--- src/rtl/serial_port_regs.svh ---
// Register offsets, field positions, reset values and timing counts of the serial port
`ifndef SERIAL_PORT_REGS_SVH
`define SERIAL_PORT_REGS_SVH

// =====================================================================
// Register word indices (byte address is four times the index)
`define IDX_DATA        3'h0
`define IDX_STATUS      3'h1
`define IDX_IRQ_LEVEL   3'h3
`define IDX_LINE_ENABLE 3'h4
`define IDX_FORMAT      3'h5
`define IDX_BAUD_LOW    3'h6
`define IDX_BAUD_HIGH   3'h7

// =====================================================================
// Line enable fields
`define LE_RX_ON        4
`define LE_TX_ON        3
`define LE_DOUBLE       2
`define LE_ADDR_FILTER  1
`define LE_TX_NINTH     0
`define LE_WIDTH        5

// =====================================================================
// Frame format fields
`define FMT_MODE_HI     7
`define FMT_MODE_LO     6
`define FMT_PAR_HI      5
`define FMT_PAR_LO      4
`define FMT_STOP        3
`define FMT_SIZE_HI     2
`define FMT_SIZE_LO     0
`define FMT_ORDER       2
`define FMT_PHASE       1

// =====================================================================
// Status fields
`define ST_RX_DONE      7
`define ST_TX_DONE      6
`define ST_TX_EMPTY     5
`define ST_FRAME_ERR    4
`define ST_OVERFLOW     3
`define ST_PARITY_ERR   2
`define ST_RX_NINTH     0

// =====================================================================
// Encodings
`define MODE_ASYNC      2'b00
`define MODE_SYNC       2'b01
`define MODE_INFRARED   2'b10
`define MODE_SPI        2'b11
`define PAR_OFF         2'b00
`define PAR_EVEN        2'b10
`define PAR_ODD         2'b11
`define SIZE_NINE       3'b111
`define SIZE_BASE       4'h5
`define SCALE_RESERVED  4'h8

// =====================================================================
// Reset values and timing counts (baud ticks per bit)
`define RST_BYTE        8'h00
`define TICKS_NORMAL    5'h10
`define TICKS_DOUBLE    5'h08
`define TICKS_CLOCKED   5'h02

// =====================================================================
// Interrupt vector word offsets
`define VEC_RX_DONE     8'h00
`define VEC_TX_EMPTY    8'h02
`define VEC_TX_DONE     8'h04

`endif

--- src/rtl/serial_port_pkg.sv ---
// Types shared by the serial port design files
package serial_port_pkg;

	typedef enum logic {
		RX_IDLE,
		RX_FRAME
	} rx_state_t;

	typedef logic [11:0] divisor_t;

endpackage : serial_port_pkg

--- src/rtl/baud_tick_gen.sv ---
// Baud prescaler producing one tick per scaled divisor period
`timescale 1ns/100ps
`include "serial_port_regs.svh"

module baud_tick_gen
	import serial_port_pkg::*;
(
	input  wire logic     clk,
	input  wire logic     resetn,
	input  wire divisor_t divisor,
	input  wire logic [3:0] scale,
	input  wire logic     reload,
	output logic          tick_reg
);

	logic [19:0] count_reg;
	wire  [2:0]  shift_amt;
	wire  [19:0] period;
	wire  [19:0] period_m1;
	wire         wrap;

	// Negative and reserved scales run at unity; fractional steps are not modelled
	assign shift_amt = scale[3] ? 3'h0 : scale[2:0]; // see RULE19
	assign period    = ({8'h00, divisor} + 20'h0_0001) << shift_amt; // see RULE24
	assign period_m1 = period - 20'h0_0001;
	assign wrap      = (count_reg >= period_m1);

	always_ff @(posedge clk) begin
		if (!resetn || reload) begin // see RULE17
			count_reg <= 20'h0_0000;
			tick_reg  <= 1'b0;
		end else begin
			count_reg <= wrap ? 20'h0_0000 : count_reg + 20'h0_0001;
			tick_reg  <= wrap;
		end
	end

endmodule : baud_tick_gen

--- src/rtl/serial_port_control_and_baud.sv ---
// Serial port with frame format, line control, SPI master and baud divisor
//
// Summary of operation
// RULE1: Receiver enable starts receiver, takes receive pin
// RULE2: Receiver disable flushes buffer and its error flags
// RULE3: Transmitter enable starts transmitter, takes transmit pin
// RULE4: Transmitter drains pending data before releasing pin
// RULE5: Double speed halves oversampling, asynchronous modes only
// RULE6: Software keeps double speed off in infrared/synchronous
// RULE7: Address filter drops frames without address mark
// RULE8: Ninth transmit bit sent; software writes it first
// RULE9: Mode field selects async, sync, infrared, SPI
// RULE10: Parity field: off, even, odd; 01 reserved
// RULE11: Parity appended on transmit, checked on receive
// RULE12: Stop select gives one or two transmit stops
// RULE13: Size field gives five to nine shared bits
// RULE14: SPI bit order selects lsb or msb first
// RULE15: SPI phase selects leading or trailing sampling
// RULE16: Twelve-bit divisor split over low, high registers
// RULE17: Low divisor write reloads the prescaler at once
// RULE18: Software leaves baud alone while lines active
// RULE19: Scale field is signed four bit, 1000 reserved
// RULE20: Vectors at 0x00, 0x02, 0x04 word offsets
// RULE21: Software writes zero to reserved bits
// RULE22: SPI ignores async options, reports three flags
// RULE23: Buffer empty flag set at reset, gates writes
// RULE24: Bit period derived from divisor and scale
//
// The Avalon-MM interface to the registers is this design's own decision.
`timescale 1ns/100ps
`include "serial_port_regs.svh"

module serial_port_control_and_baud
	import serial_port_pkg::*;
(
	input  wire logic        clk,
	input  wire logic        resetn,
	input  wire logic [2:0]  avs_address,
	input  wire logic        avs_read,
	input  wire logic        avs_write,
	input  wire logic [31:0] avs_writedata,
	output logic      [31:0] avs_readdata,
	output logic             avs_waitrequest,
	input  wire logic        rxd_in,
	output logic             txd_out,
	output logic             txd_oe,
	output logic             rxd_takeover,
	output logic             serial_clock_out,
	output logic             serial_clock_oe,
	output logic             irq_pending,
	output logic      [7:0]  irq_vector
);

	// =====================================================================
	// Helpers
	function automatic logic [3:0] char_bits(input logic [2:0] size, input logic spi);
		if (spi)
			char_bits = 4'h8;
		else if (size == `SIZE_NINE)
			char_bits = 4'h9;
		else
			char_bits = `SIZE_BASE + {2'b00, size[1:0]}; // see RULE13
	endfunction : char_bits

	function automatic logic [8:0] bit_mask(input logic [3:0] n);
		logic [8:0] m;
		m = 9'h000;
		for (int i = 0; i < 9; i++)
			m[i] = (i < n);
		bit_mask = m;
	endfunction : bit_mask

	function automatic logic [7:0] reverse8(input logic [7:0] d);
		logic [7:0] r;
		r = 8'h00;
		for (int i = 0; i < 8; i++)
			r[i] = d[7 - i];
		reverse8 = r;
	endfunction : reverse8

	// =====================================================================
	// State
	logic [5:0]          irq_level_reg;
	logic [`LE_WIDTH-1:0] line_en_reg;
	logic [7:0]          format_reg;
	logic [7:0]          baud_low_reg;
	logic [7:0]          baud_high_reg;
	logic [8:0]          tx_buf_reg;
	logic                tx_buf_full_reg;
	logic [12:0]         tx_shift_reg;
	logic [3:0]          tx_left_reg;
	logic [4:0]          tx_cnt_reg;
	logic                tx_busy_reg;
	logic                tx_done_flag_reg;
	rx_state_t           rx_state_reg;
	logic [4:0]          rx_cnt_reg;
	logic [3:0]          rx_idx_reg;
	logic [9:0]          rx_sh_reg;
	logic [11:0]         rx_fifo_reg [0:1];
	logic [1:0]          rx_count_reg;
	logic                baud_tick;

	// =====================================================================
	// Control decode
	wire       receiver_on         = line_en_reg[`LE_RX_ON];
	wire       transmitter_on      = line_en_reg[`LE_TX_ON];
	wire       double_speed        = line_en_reg[`LE_DOUBLE];
	wire       address_filter_mode = line_en_reg[`LE_ADDR_FILTER];
	wire       tx_ninth_bit        = line_en_reg[`LE_TX_NINTH];
	wire [1:0] comm_mode_sel       = format_reg[`FMT_MODE_HI:`FMT_MODE_LO];
	wire [1:0] parity_sel          = format_reg[`FMT_PAR_HI:`FMT_PAR_LO];
	wire       stop_count_sel      = format_reg[`FMT_STOP];
	wire [2:0] char_width_sel      = format_reg[`FMT_SIZE_HI:`FMT_SIZE_LO];
	wire       bit_order_sel       = format_reg[`FMT_ORDER];
	wire       sample_edge_sel     = format_reg[`FMT_PHASE];
	wire [3:0] baud_scale          = baud_high_reg[7:4];
	wire divisor_t baud_divisor    = {baud_high_reg[3:0], baud_low_reg}; // see RULE16

	wire spi_master_mode = (comm_mode_sel == `MODE_SPI); // see RULE9
	wire sync_mode       = (comm_mode_sel == `MODE_SYNC);
	wire clocked_mode    = spi_master_mode | sync_mode;
	wire infrared_mode   = (comm_mode_sel == `MODE_INFRARED);
	wire async_like      = (comm_mode_sel == `MODE_ASYNC) | infrared_mode;

	// Double speed only touches the asynchronous oversampling
	wire [4:0] ticks_per_bit = clocked_mode ? `TICKS_CLOCKED :
		((double_speed & async_like) ? `TICKS_DOUBLE : `TICKS_NORMAL); // see RULE5
	wire [4:0] ticks_m1   = ticks_per_bit - 5'h01;
	wire [4:0] ticks_mid  = (ticks_per_bit >> 1) - 5'h01;

	wire       parity_on  = !spi_master_mode & parity_sel[1]; // see RULE10
	wire       parity_odd = (parity_sel == `PAR_ODD);
	wire       use_filter = address_filter_mode & !spi_master_mode; // see RULE22
	wire       two_stops  = stop_count_sel & !spi_master_mode; // see RULE12
	wire [3:0] nbits      = char_bits(char_width_sel, spi_master_mode);
	wire [8:0] nmask      = bit_mask(nbits);

	// =====================================================================
	// Bus decode
	wire       bus_req    = avs_read | avs_write;
	wire       bus_first  = bus_req & avs_waitrequest;
	wire       wr_commit  = avs_write & !avs_waitrequest;
	wire       rd_commit  = avs_read & !avs_waitrequest;
	wire [7:0] wdata      = avs_writedata[7:0];
	wire       wr_data    = wr_commit & (avs_address == `IDX_DATA);
	wire       wr_status  = wr_commit & (avs_address == `IDX_STATUS);
	wire       wr_baud_lo = wr_commit & (avs_address == `IDX_BAUD_LOW);
	wire       rx_pop     = rd_commit & (avs_address == `IDX_DATA) & (rx_count_reg != 2'h0);

	// =====================================================================
	// Transmit framing
	wire [8:0] tx_data_m  = tx_buf_reg & nmask;
	wire       tx_parity  = (^tx_data_m) ^ parity_odd;
	wire [3:0] tx_len     = spi_master_mode ? 4'h8 :
		4'h2 + nbits + {3'h0, parity_on} + {3'h0, two_stops};
	logic [12:0] tx_frame;

	always_comb begin
		tx_frame = 13'h1_FFF;
		if (spi_master_mode) begin
			// Shift register always drains from bit 0, so order the byte here
			tx_frame[7:0] = bit_order_sel ? tx_buf_reg[7:0] : reverse8(tx_buf_reg[7:0]); // see RULE14
		end else begin
			tx_frame[0] = 1'b0;
			for (int i = 0; i < 9; i++)
				if (i < nbits)
					tx_frame[1 + i] = tx_buf_reg[i]; // see RULE8
			if (parity_on)
				tx_frame[1 + nbits] = tx_parity; // see RULE11
		end
	end

	wire tx_start   = !tx_busy_reg & tx_buf_full_reg & (transmitter_on | txd_oe);
	wire tx_bit_end = tx_busy_reg & baud_tick & (tx_cnt_reg == ticks_m1);
	wire tx_last    = tx_bit_end & (tx_left_reg == 4'h1);
	// SPI samples at the close of each bit; phase moves the clock level
	wire spi_sample = spi_master_mode & tx_busy_reg & baud_tick & (tx_cnt_reg == 5'h01); // see RULE15
	wire [3:0] spi_idx  = 4'h8 - tx_left_reg;
	wire [3:0] spi_pos  = bit_order_sel ? spi_idx : 4'h7 - spi_idx;
	wire sclk_next  = tx_busy_reg & clocked_mode &
		((tx_cnt_reg == 5'h01) ^ (spi_master_mode & sample_edge_sel)); // see RULE15

	// Accepted only while empty; later writes are dropped silently
	wire tx_accept  = wr_data & !tx_buf_full_reg; // see RULE23

	always_ff @(posedge clk) begin
		if (!resetn) begin
			tx_buf_reg      <= 9'h000;
			tx_buf_full_reg <= 1'b0;
		end else if (tx_accept) begin
			tx_buf_reg      <= {tx_ninth_bit, wdata}; // see RULE8
			tx_buf_full_reg <= 1'b1;
		end else if (tx_start) begin
			tx_buf_full_reg <= 1'b0;
		end
	end

	always_ff @(posedge clk) begin
		if (!resetn) begin
			tx_busy_reg  <= 1'b0;
			tx_shift_reg <= 13'h1_FFF;
			tx_left_reg  <= 4'h0;
			tx_cnt_reg   <= 5'h00;
		end else if (tx_start) begin
			tx_busy_reg  <= 1'b1;
			tx_shift_reg <= tx_frame;
			tx_left_reg  <= tx_len;
			tx_cnt_reg   <= 5'h00;
		end else if (tx_bit_end) begin
			tx_cnt_reg   <= 5'h00;
			tx_shift_reg <= {1'b1, tx_shift_reg[12:1]};
			tx_left_reg  <= tx_left_reg - 4'h1;
			tx_busy_reg  <= !tx_last;
		end else if (tx_busy_reg & baud_tick) begin
			tx_cnt_reg   <= tx_cnt_reg + 5'h01;
		end
	end

	// Set wins over a write-one clear in the same cycle
	always_ff @(posedge clk) begin
		if (!resetn)
			tx_done_flag_reg <= 1'b0;
		else if (tx_last & !tx_buf_full_reg)
			tx_done_flag_reg <= 1'b1;
		else if (wr_status & wdata[`ST_TX_DONE])
			tx_done_flag_reg <= 1'b0;
	end

	// =====================================================================
	// Pins
	always_ff @(posedge clk) begin
		if (!resetn) begin
			txd_out          <= 1'b1;
			txd_oe           <= 1'b0;
			rxd_takeover     <= 1'b0;
			serial_clock_out <= 1'b0;
			serial_clock_oe  <= 1'b0;
		end else begin
			txd_out          <= tx_busy_reg ? tx_shift_reg[0] : 1'b1;
			txd_oe           <= transmitter_on |
				(txd_oe & (tx_busy_reg | tx_buf_full_reg)); // see RULE3 see RULE4
			rxd_takeover     <= receiver_on; // see RULE1
			serial_clock_out <= sclk_next;
			serial_clock_oe  <= clocked_mode & (transmitter_on | receiver_on);
		end
	end

	// =====================================================================
	// Receive framing
	wire       rx_sample  = (rx_state_reg == RX_FRAME) & baud_tick & (rx_cnt_reg == ticks_mid);
	wire [3:0] rx_stop_at = nbits + {3'h0, parity_on} + 4'h1;
	wire       rx_false   = rx_sample & (rx_idx_reg == 4'h0) & rxd_in;
	wire       rx_end     = rx_sample & (rx_idx_reg == rx_stop_at);
	wire       rx_store   = rx_sample & (rx_idx_reg != 4'h0) & (rx_idx_reg < rx_stop_at);
	wire [3:0] rx_wr_pos  = spi_sample ? spi_pos : rx_idx_reg - 4'h1;
	wire [8:0] rx_data_m  = rx_sh_reg[8:0] & nmask; // see RULE13
	wire       rx_par_bit = rx_sh_reg[nbits];
	wire       rx_parity_error_flag    = parity_on & (rx_par_bit != ((^rx_data_m) ^ parity_odd)); // see RULE11
	wire       rx_mark    = (nbits == 4'h9) ? rx_sh_reg[8] : rx_sh_reg[nbits - 4'h1];
	wire       rx_keep    = !use_filter | rx_mark; // see RULE7
	wire       rx_ninth   = (nbits == 4'h9) & rx_sh_reg[8];
	wire       spi_push   = spi_master_mode & tx_last & receiver_on;
	wire       async_push = !spi_master_mode & rx_end & rx_keep;
	wire       rx_push    = spi_push | async_push;
	// Entry layout: overflow, parity error, frame error, ninth bit, data
	wire [11:0] push_word = !spi_master_mode ? {1'b0, rx_parity_error_flag, !rxd_in, rx_ninth, rx_data_m[7:0]} :
		{4'h0, bit_order_sel ? {rxd_in, rx_sh_reg[6:0]} : {rx_sh_reg[7:1], rxd_in}};

	always_ff @(posedge clk) begin
		if (!resetn || !receiver_on) begin
			rx_state_reg <= RX_IDLE;
			rx_cnt_reg   <= 5'h00;
			rx_idx_reg   <= 4'h0;
		end else begin
			case (rx_state_reg)
				RX_IDLE: begin
					if (baud_tick & !rxd_in & !spi_master_mode) begin
						rx_state_reg <= RX_FRAME;
						rx_cnt_reg   <= 5'h00;
						rx_idx_reg   <= 4'h0;
					end
				end
				RX_FRAME: begin
					if (rx_false | rx_end)
						rx_state_reg <= RX_IDLE;
					else if (baud_tick & (rx_cnt_reg == ticks_m1)) begin
						rx_cnt_reg <= 5'h00;
						rx_idx_reg <= rx_idx_reg + 4'h1;
					end else if (baud_tick)
						rx_cnt_reg <= rx_cnt_reg + 5'h01;
				end
				default: rx_state_reg <= RX_IDLE;
			endcase
		end
	end

	always_ff @(posedge clk) begin
		if (!resetn)
			rx_sh_reg <= 10'h000;
		else if (rx_store | spi_sample)
			rx_sh_reg[rx_wr_pos] <= rxd_in;
	end

	// =====================================================================
	// Two-entry receive buffer, head in slot 0
	always_ff @(posedge clk) begin
		if (!resetn || !receiver_on) begin // see RULE2
			rx_count_reg   <= 2'h0;
			rx_fifo_reg[0] <= 12'h000;
			rx_fifo_reg[1] <= 12'h000;
		end else if (rx_push & rx_pop) begin
			if (rx_count_reg == 2'h1)
				rx_fifo_reg[0] <= push_word;
			else begin
				rx_fifo_reg[0] <= rx_fifo_reg[1];
				rx_fifo_reg[1] <= push_word;
			end
		end else if (rx_push) begin
			if (rx_count_reg == 2'h2)
				rx_fifo_reg[1][11] <= 1'b1;
			else begin
				rx_fifo_reg[rx_count_reg[0]] <= push_word;
				rx_count_reg <= rx_count_reg + 2'h1;
			end
		end else if (rx_pop) begin
			rx_fifo_reg[0] <= rx_fifo_reg[1];
			rx_count_reg   <= rx_count_reg - 2'h1;
		end
	end

	// =====================================================================
	// Registers and bus slave
	wire [11:0] rx_head    = rx_fifo_reg[0];
	wire        rx_ready   = (rx_count_reg != 2'h0);
	wire [7:0]  status_all = {rx_ready, tx_done_flag_reg, !tx_buf_full_reg,
		rx_head[9], rx_head[11], rx_head[10], 1'b0, rx_head[8]}; // see RULE23
	wire [7:0]  status_rd  = spi_master_mode ? {status_all[7:5], 5'h00} : status_all; // see RULE22
	logic [7:0] read_mux;

	always_comb begin
		case (avs_address)
			`IDX_DATA:        read_mux = rx_head[7:0];
			`IDX_STATUS:      read_mux = status_rd;
			`IDX_IRQ_LEVEL:   read_mux = {2'b00, irq_level_reg};
			`IDX_LINE_ENABLE: read_mux = {3'b000, line_en_reg};
			`IDX_FORMAT:      read_mux = format_reg;
			`IDX_BAUD_LOW:    read_mux = baud_low_reg;
			`IDX_BAUD_HIGH:   read_mux = baud_high_reg;
			default:          read_mux = `RST_BYTE;
		endcase
	end

	// One wait state: answer in the cycle after the request appears
	always_ff @(posedge clk) begin
		if (!resetn) begin
			avs_waitrequest <= 1'b1;
			avs_readdata    <= 32'h0000_0000;
		end else begin
			avs_waitrequest <= !bus_first;
			if (bus_first)
				avs_readdata <= {24'h00_0000, read_mux};
		end
	end

	always_ff @(posedge clk) begin
		if (!resetn) begin
			irq_level_reg <= 6'h00;
			line_en_reg   <= 5'h00;
			format_reg    <= `RST_BYTE;
			baud_low_reg  <= `RST_BYTE;
			baud_high_reg <= `RST_BYTE;
		end else if (wr_commit) begin
			case (avs_address)
				`IDX_IRQ_LEVEL:   irq_level_reg <= wdata[5:0];
				`IDX_LINE_ENABLE: line_en_reg   <= wdata[`LE_WIDTH-1:0];
				`IDX_FORMAT:      format_reg    <= wdata;
				`IDX_BAUD_LOW:    baud_low_reg  <= wdata;
				`IDX_BAUD_HIGH:   baud_high_reg <= wdata;
				default:          ;
			endcase
		end
	end

	// =====================================================================
	// Vector request: receive, then buffer empty, then transmit done
	wire rx_irq  = rx_ready & (irq_level_reg[5:4] != 2'b00);
	wire dre_irq = !tx_buf_full_reg & (irq_level_reg[1:0] != 2'b00);
	wire txc_irq = tx_done_flag_reg & (irq_level_reg[3:2] != 2'b00);

	always_ff @(posedge clk) begin
		if (!resetn) begin
			irq_pending <= 1'b0;
			irq_vector  <= `VEC_RX_DONE;
		end else begin
			irq_pending <= rx_irq | dre_irq | txc_irq;
			irq_vector  <= rx_irq ? `VEC_RX_DONE :
				(dre_irq ? `VEC_TX_EMPTY : `VEC_TX_DONE); // see RULE20
		end
	end

	baud_tick_gen u_baud (
		.clk      (clk),
		.resetn   (resetn),
		.divisor  (baud_divisor),
		.scale    (baud_scale),
		.reload   (wr_baud_lo), // see RULE17
		.tick_reg (baud_tick)
	);

endmodule : serial_port_control_and_baud

--- config.mk ---
export PLATFORM = sky130hd
export DESIGN_NAME = serial_port_control_and_baud
export DESIGN_NICKNAME = d
export VERILOG_FILES = /design/src/rtl/serial_port_pkg.sv /design/src/rtl/baud_tick_gen.sv /design/src/rtl/serial_port_control_and_baud.sv
export VERILOG_INCLUDE_DIRS = /design/src /design/src/rtl
export SDC_FILE = /design/constraint.sdc
export NUM_CORES = 1
export LEC_CHECK = 0
export ABC_AREA = 0
export ABC_CLOCK_PERIOD_IN_PS = 9600
export BUFFER_PORTS_ARGS = -buffer_cell sky130_fd_sc_hd__clkbuf_2
export CORE_MARGIN = 2
export CORE_UTILIZATION = 44
export CTS_CLUSTER_SIZE = 14
export DETAILED_ROUTE_END_ITERATION = 12
export PLACE_DENSITY = 0.71
export SLEW_MARGIN = 40
export SYNTH_ARGS = -nofsm -noshare
export SYNTH_HDL_FRONTEND = slang
export SYNTH_HIERARCHICAL = 1
export SYNTH_SLANG_ARGS = --single-unit
--- constraint.sdc ---
create_clock -name clk -period 9.6 [get_ports clk]
set_input_delay 2.4 -clock clk [delete_from_list [all_inputs] [get_ports clk]]
set_output_delay 2.4 -clock clk [all_outputs]
set_load 0.01 [all_outputs]
* After elaboration in Yosys (flattened, before gate mapping)
Memory sizes are Yosys's and may differ from the RTL's.
Cells that the tools add are included.
** Operators by class
- Add/sub/neg operators :: 22
- $lt $le $gt $ge :: 17
- Equality and inequality tests :: 26
- Shifts and indexed selects :: 1
- Muxes and demuxes :: 104
- Bitwise gates (word level) :: 74
- Reduce and logical (&&, ||, !) cells :: 41
** Operators with widths (count)
- $mux 12 :: 5
- $mux 1 :: 59
- $pmux 8 s7 :: 1
- $and 1x1->1 :: 48
- $mux 4 :: 10
- $mux 5 :: 8
- $mux 13 :: 3
- $mux 8 :: 3
- $add 20x1->20 const B :: 1
- $ge 20x20->1 :: 1
- $shl 20x3->20 :: 1
- $sub 20x1->20 const B :: 1
- $and 9x9->9 :: 2
- $or 1x1->1 :: 18
- $reduce_xor 9->1 :: 2
- $lt 3x4->1 const A :: 4
- $reduce_bool 2->1 :: 8
- $eq 3x3->1 const B :: 5
- $eq 5x5->1 :: 3
- $lt 4x5->1 const B :: 3
- $add 12x1->13 const B :: 1
- $bwmux 13 :: 1
- $add 4x1->4 :: 3
- $reduce_and 2->1 :: 6
- other kinds (53) :: 88
** Word-level totals
- Flip-flop bits (word level) :: 135
- Bits in writable memories :: 24
- Output and inout bits :: 47
- Word-level logic and storage cells :: 314
- Memories kept :: 1
** Memory list
- rx_fifo_reg :: depth 2, width 12, read ports 2, clocked after Yosys merged registers in 0, wr ports 2, RTL line serial_port_control_and_baud.sv:99 : logic [11:0] rx_fifo_reg [0:1];

* Longest topological paths before layout
Gate-level depths: netlist (run 1).
- Depth in word-level cells :: 20
- Mapped depth :: 22
- Depth with buffers taken out :: 19

* Hierarchy
The synthesis (run 1) kept the hierarchy.
** Modules (own cells, without submodules)
- serial_port_control_and_baud :: instances 1, cells an instance 902, area each 7866.3 um2
- baud_tick_gen :: instances 1, cells an instance 367, area each 2807.7 um2

* Worst setup path after synthesis (run 1)
No wires, ideal clock.
- Path kind :: flip-flop to flip-flop
- From :: reg baud_high_reg[4]
- To :: reg u_baud.count_reg[10]
- Data arrival time :: 4.202 ns
- Required time :: 9.535 ns
- Path slack :: 5.333 ns
- Stages on the path, launching flop included :: 23
- Cell sequence :: dfxtp_1 > buf_6 > nor2b_1 > buf_6 > buf_6 > a21oi_1 > nand3_1 > ha_1 > a21boi_1 > o21ai_1 > or4b_4 > nor4_4 > nand2_1 > xnor2_1 > ha_1 > a21o_1 > a21oi_1 > o21ai_0 > a21o_1 > a2111oi_0 > o21ai_0 > clkbuf_1 > nor2_1
** Between the ends
- Word-level cells in the longest chain between the ends :: 5
** RTL lines
- from (decl) :: RTL line serial_port_control_and_baud.sv:87 : logic [7:0] baud_high_reg;
- from (signal assigned) :: RTL line serial_port_control_and_baud.sv:371 : baud_high_reg <= `RST_BYTE;
- from (signal assigned) :: RTL line serial_port_control_and_baud.sv:378 : `IDX_BAUD_HIGH: baud_high_reg <= wdata;
- $mux 3 :: RTL line baud_tick_gen.sv:23 : assign shift_amt = scale[3] ? 3'h0 : scale[2:0];
- $shl 20x3->20 :: RTL line baud_tick_gen.sv:24 : assign period = ({8'h00, divisor} + 20'h0_0001) << shift_amt;
- $sub 20x1->20 :: RTL line baud_tick_gen.sv:25 : assign period_m1 = period - 20'h0_0001;
- $ge 20x20->1 :: RTL line baud_tick_gen.sv:26 : assign wrap = (count_reg >= period_m1);
- $reduce_or 2->1 (no source line)
- to (signal assigned) :: RTL line baud_tick_gen.sv:33 : count_reg <= wrap ? 20'h0_0000 : count_reg + 20'h0_0001;
- to (decl) :: RTL line baud_tick_gen.sv:16 : logic [19:0] count_reg;
No other way between the ends.
A chain may end at the register's enable or synchronous reset.

* Final worst setup path (run 1)
- From :: reg baud_high_reg[5]
- To :: reg u_baud.count_reg[2]
Same word-level chain as after synthesis.

==> results.txt, run 1 <==
WP data required: 9970 ps
core area: 23600 um2
final period demand of the worst path: 5250 ps
Peak VDD IR: 112 uV
Die Wd: 160 um
share of cells above drive strength 1: 10.2%
total die area: 25500 um2
Final ANT Viol Nets: 0
row count: 56
final setup fails: 0
RR Startpoint: baud_high_reg[5]$_SDFFE_PN0P_
Mapped Cells: 1269
Worst R2R Setup Slack: 4350 ps
compound-cell area share of the yosys netlist: 18.7%
grt total ovfl: 0
# Post-CTS Setup Buffers: 0
Distinct cells, synth: 102
Post-synth top flop: dfxtp_1
DP Wirelength: 19800 um
clock sinks: 153
post-synthesis simple-gate area fraction: 21.8%
setup TNS: 0 ps
Synth Cell Area: 10700 um2
first-pass GRT wire length: 44700 um
placed cell count: 1556
area leader, netlist: dfxtp_1
Slew Limit Headroom: 45.8%
drt wl/cell: 17.5 um
worst-skew pair later-pin latency: 440 ps
Synthesis Warnings: 6
Initial Util: 45.2%
adder-cell share of the synthesized area: 6.40%
Hold Crit Start: tx_shift_reg[0]$_SDFFE_PN1P_
Routed Wire Length: 27800 um
initial antenna violation count: 0
nature of the critical path endpoint: flop
Net count, final: 1351
DR iter-0 viols: 875
commonest cells after routing, fill and taps aside: nor2_1 (146), dfxtp_1 (131), nand2_1 (130)
# hold bufs at CTS: 0
Area Growth Syn to Fin: 6.60%
syn_area_per_cell: 8.41 um2
CP Launch Point: baud_high_reg[5]$_SDFFE_PN0P_
Top Ports: 87
root buf cell: clkbuf_16
Die H: 160 um
critical path class: reg2reg
Critical Path End: u_baud/count_reg[2]$_SDFF_PP0_
status: finished, final reports clean
Max clock buf depth: 2
# fillers: 2329
clock-pin slew on the worst setup and hold paths: 70 ps
reg2reg path depth: 18
power density over cell area: 125 nW/um2
largest net degree at the start of global routing: 68
routability cong.: 0.877
commonest non-fill, non-tap cell in the layout: nor2_1
Fin. Hold Viols: 0
Area contributors post-synth: dfxtp_1 (25%), mux2i_1 (6.3%), ha_1 (6.2%), edfxtp_1 (6.2%), nor2_1 (5.2%)
vias in the first global route: 8675
Setup Skew: 13.5 ps
drt drc: 0
share of the synthesized area in the top cell type: 24.6%
antenna cells: 0
Seq/Total Area, Yosys: 30.8%
CP startpoint kind: flop
worst min path class: reg2reg
max FFs per register: 24
main combinational cell family by area after synthesis: simple AND/OR/NAND/NOR gates
total track usage: 21.5%
CTS H-tree lvls: 4
leakage: 4.16 nW
cts bufs inserted: 17
actual slew at the worst max-slew pin: 810 ps
Via density: 5.83
number of synthesized register bits: 153
crit path max fanout: 20
R2R Path End: u_baud/count_reg[2]$_SDFF_PP0_
CTS resizes: 0
CTS tree: built
Final Cycle Share: 54.6%
via count: 9269
Post-synth EDFFs: 22
RSZ-0062 raised after global routing: false
Post-synth ARST share: 0%
Fmax achieved: 191 MHz
Max Slew Vio Count: 0
Worst Path Arrival: 5610 ps
fin cells: 1589
MaxCap Viol Count: 0
multiplexer area fraction after synthesis: 7.87%
drt pass-1 iters: 6
xor/xnor share of the synthesized area: 7.00%
buffers added on ports: 32
where the power goes:
part | switching (mW) | leakage (nW) | internal (mW)
Clock | 0.294 | 0.279 | 0.367
Sequential | 0.0103 | 1.33 | 0.654
Combinational | 0.0667 | 2.55 | 0.0335
Total | 0.371 | 4.16 | 1.06
critical path: stages, from the launching register on:
cell and delay (ps):
dfxtp_1 650, nand2b_1 540, a2111oi_0 530, a311oi_1 150
nand3_1 120, o211ai_1 150, nand4bb_2 390, nor4_2 350
xor2_1 180, ha_1 260, a21o_1 180, a21o_1 170
a21oi_1 140, o21ai_0 90, a21o_1 160, a2111oi_0 640
o21ai_1 110, buf_4 230, nor2_1 120
cells in the mapped netlist, drive strengths merged, types with 5 or more instances:
| library cell | number |
|---|---|
| buf | 72 |
| and4 | 6 |
| mux2 | 13 |
| inv | 35 |
| mux2i | 67 |
| o21ai | 47 |
| nor4 | 10 |
| nand3 | 46 |
| o2bb2ai | 6 |
| o22ai | 8 |
| o21a | 5 |
| a31oi | 9 |
| a32o | 5 |
| ha | 53 |
| a221oi | 6 |
| nand4 | 21 |
| nor2 | 148 |
| nand3b | 9 |
| clkbuf | 31 |
| xnor2 | 35 |
| a311oi | 5 |
| and3 | 18 |
| a211oi | 15 |
| edfxtp | 22 |
| a22o | 7 |
| xor2 | 40 |
| and2 | 6 |
| o2111ai | 5 |
| o211ai | 12 |
| nor2b | 20 |
| a221o | 7 |
| a21o | 13 |
| nand2 | 132 |
| a21oi | 85 |
| or3 | 7 |
| a21boi | 5 |
| dfxtp | 131 |
| o31ai | 9 |
| nor3b | 8 |
| nor3 | 20 |
| nand2b | 12 |
final cells by class:
| class | instances | area (um2) | share of cell area [%] |
|---|---|---|---|
| Timing Repair Buffer | 43 | 240 | 2.11 |
| Clock inverter | 12 | 106 | 0.935 |
| Clock buffer | 20 | 478 | 4.20 |
| Multi-Input combinational cell | 1004 | 6730 | 59.1 |
| Inverter | 38 | 144 | 1.26 |
| Sequential cell | 153 | 3280 | 28.9 |
| Tap cell | 319 | 399 | 3.51 |
metal layers:
metal | GRT usage [%] | share of wire (%)
met2 | 36.3 | 48
met3 | 3.77 | 5.2
met1 | 27.7 | 45
met5 | 0 | 0
met4 | 7.31 | 2.0
kinds of logic (layout without fill, tap and decap cells):
group | Yosys count | in the layout
xor+xnor | 79 | 79
fa+ha+maj | 54 | 54
flops | 153 | 153
other cells | 1 | 30
simple gates | 474 | 474
compound gates | 286 | 286
mux | 81 | 81
buf+inv | 141 | 113
worst min path at each step:
stage	endpoint	slack (ps)	depth (start not counted)
after floorplan	txd_out$_SDFF_PN1_	410	1
after global placement	txd_out$_SDFF_PN1_	430	1
after detailed placement	txd_out$_SDFF_PN1_	430	1
after CTS	txd_out$_SDFF_PN1_	450	1
after global routing	txd_out$_SDFF_PN1_	490	1
final	txd_out$_SDFF_PN1_	450	1
through the flow:
step / utilization, % / hold WS (ps) / cell area, um2 / total power [mW] / setup WS [ps]
3_3_place_gp: 45.7 / 427 / 10800 / 0.776 / 4550
3_5_place_dp: 45.7 / 431 / 10800 / 0.776 / 4460
4_1_cts: 48.1 / 455 / 11400 / 1.43 / 4440
5_1_grt: 48.2 / 488 / 11400 / 1.47 / 3890
6_report: 48.2 / 447 / 11400 / 1.43 / 4350
2_1_floorplan: - / 415 / 10800 / 0.757 / 5330
Note: power is estimated with default switching activity, not from simulation.
==> run 2, diff against run 1 <==
--- a/config.mk
+++ b/config.mk
@@ -7,7 +7,7 @@
 export NUM_CORES = 1
 export LEC_CHECK = 0
 export ABC_AREA = 0
-export ABC_CLOCK_PERIOD_IN_PS = 9600
+export ABC_CLOCK_PERIOD_IN_PS = 5400
 export BUFFER_PORTS_ARGS = -buffer_cell sky130_fd_sc_hd__clkbuf_2
 export CORE_MARGIN = 2
 export CORE_UTILIZATION = 44
==> constraint.sdc (replaced) <==
create_clock -name clk -period 5.4 [get_ports clk]
set_input_delay 1.35 -clock clk [delete_from_list [all_inputs] [get_ports clk]]
set_output_delay 1.35 -clock clk [all_outputs]
set_load 0.01 [all_outputs]
==> run 2 against run 1 <==
Effect of this change: utilization grew 0.27 points; non-clock buffer count up 9; maximum frequency increased by 5.6%; sequential share of layout area decreased by 0.16 points; design area rose by 0.56%; sequential power increased by 77%; critical path depth rose by 1; critical path type unchanged; largest cell class unchanged.
==> results.txt, run 2 (synthesized netlist as in run 1, its figures left out) <==
status: finished, final reports clean
root buf cell: clkbuf_16
worst-skew pair later-pin latency: 430 ps
Top Ports: 87
Die H: 160 um
Hold Path End: u_baud/count_reg[0]$_SDFF_PP0_
largest net degree at the start of global routing: 43
Worst R2R Setup Slack: 430 ps
DP Wirelength: 20200 um
Multi-input gate area: 6730 um2
DR iter-0 viols: 913
worst hold stages: 1
Final ANT Viol Nets: 0
critical path class: reg2reg
first-pass GRT wire length: 45100 um
Slew Limit Headroom: 41.3%
leakage: 4.21 nW
nature of the critical path endpoint: flop
Max clock buf depth: 2
MaxCap Viol Count: 0
worst min path class: reg2reg
Initial Util: 45.2%
Area Growth Syn to Fin: 7.20%
crit path max fanout: 20
CTS H-tree lvls: 4
R2R Path End: u_baud/count_reg[7]$_SDFF_PP0_
CTS resizes: 0
actual slew at the worst max-slew pin: 878 ps
total die area: 25500 um2
buffers added on ports: 32
Fmax achieved: 201 MHz
Peak VDD IR: 195 uV
FF/Latch Area: 3280 um2
Die Wd: 160 um
Final Cycle Share: 92.0%
# Post-CTS Setup Buffers: 0
drt wl/cell: 17.5 um
final period demand of the worst path: 4970 ps
RSZ-0062 raised after global routing: false
CTS tree: built
Setup Skew: 14.9 ps
row count: 56
Worst Path Arrival: 5340 ps
clock sinks: 153
Via density: 5.80
WP data required: 5770 ps
drt drc: 0
Hold Crit Start: u_baud/count_reg[0]$_SDFF_PP0_
core area: 23600 um2
RR Startpoint: baud_low_reg[0]$_SDFFE_PN0P_
routability cong.: 0.897
antenna cells: 0
via count: 9266
initial antenna violation count: 0
max FFs per register: 24
# fillers: 2339
Net count, final: 1360
Max Slew Vio Count: 0
cts bufs inserted: 17
Routed Wire Length: 28000 um
share of cells above drive strength 1: 10.8%
clock-pin slew on the worst setup and hold paths: 70 ps
grt total ovfl: 0
drt pass-1 iters: 5
setup TNS: 0 ps
Fin. Hold Viols: 0
# hold bufs at CTS: 0
commonest non-fill, non-tap cell in the layout: nor2_1
total track usage: 21.7%
Hold Worst Slack: 455 ps
commonest cells after routing, fill and taps aside: nor2_1 (148), dfxtp_1 (131), nand2_1 (130)
final setup fails: 0
power density over cell area: 221 nW/um2
reg2reg path depth: 19
vias in the first global route: 8570
CP startpoint kind: flop
==> run 2: cell types whose count changed in the layout (fill, tap and decap cells not counted), sizes merged <==
cell      change
buf           +9
clkinvlp      -2
inv           +2
==> run 2: per-stage QoR <==
stage	cell area [um2]	util [%]	setup slack (ps)	cells	power (mW)
floorplan	10800	-	1130	1298	1.35
global placement	10900	46.0	539	1565	1.38
detailed placement	10900	46.0	521	1565	1.38
CTS	11400	48.4	487	1597	2.54
global route	11400	48.5	11.9	1598	2.60
finish	11400	48.5	432	1598	2.53
==> run 2: layout make-up <==
type | count | share of cell area [%]
clock inverter | 12 | 0.875
inverter | 38 | 1.26
clock buffer | 20 | 4.18
tap | 319 | 3.49
timing repair buffer | 52 | 2.69
sequential | 153 | 28.7
multi-input combinational | 1004 | 58.8
==> run 2: worst max-delay path by stage <==
stage | start | endpoint | cells past startpoint
2_1_floorplan | baud_high_reg[4]$_SDFFE_PN0P_ | u_baud/count_reg[10]$_SDFF_PP0_ | 22
3_3_place_gp | baud_low_reg[0]$_SDFFE_PN0P_ | u_baud/count_reg[5]$_SDFF_PP0_ | 19
3_5_place_dp | baud_low_reg[0]$_SDFFE_PN0P_ | u_baud/count_reg[7]$_SDFF_PP0_ | 19
4_1_cts | baud_low_reg[4]$_SDFFE_PN0P_ | u_baud/count_reg[7]$_SDFF_PP0_ | 18
5_1_grt | baud_low_reg[0]$_SDFFE_PN0P_ | u_baud/count_reg[17]$_SDFF_PP0_ | 19
6_report | baud_low_reg[0]$_SDFFE_PN0P_ | u_baud/count_reg[7]$_SDFF_PP0_ | 19
==> run 2: critical path, cell delays in order, from the launching register on <==
cell,delay (ps)
dfxtp_1,590
ha_1,310
and3_4,220
nand3_1,140
xor2_1,360
a32o_1,260
o31a_1,220
nand4bb_2,230
nor4_2,360
xor2_1,200
ha_1,260
a21o_1,190
a21o_1,180
a21oi_1,130
o21ai_0,90
a21o_1,170
a2111oi_0,560
o21ai_1,110
buf_4,220
nor2_1,120
==> run 2: metal layers <==
| layer | part of all wire, % | track usage [%] |
|---|---|---|
| met1 | 44 | 28.1 |
| met4 | 2.2 | 6.94 |
| met5 | 0 | 0 |
| met2 | 49 | 37.0 |
| met3 | 5.6 | 3.56 |
==> run 2: power by group <==
part / switching (mW) / internal, mW / total [mW]
combinational: 0.118 / 0.0604 / 0.179
sequential: 0.0174 / 1.16 / 1.18
clock: 0.517 / 0.652 / 1.17
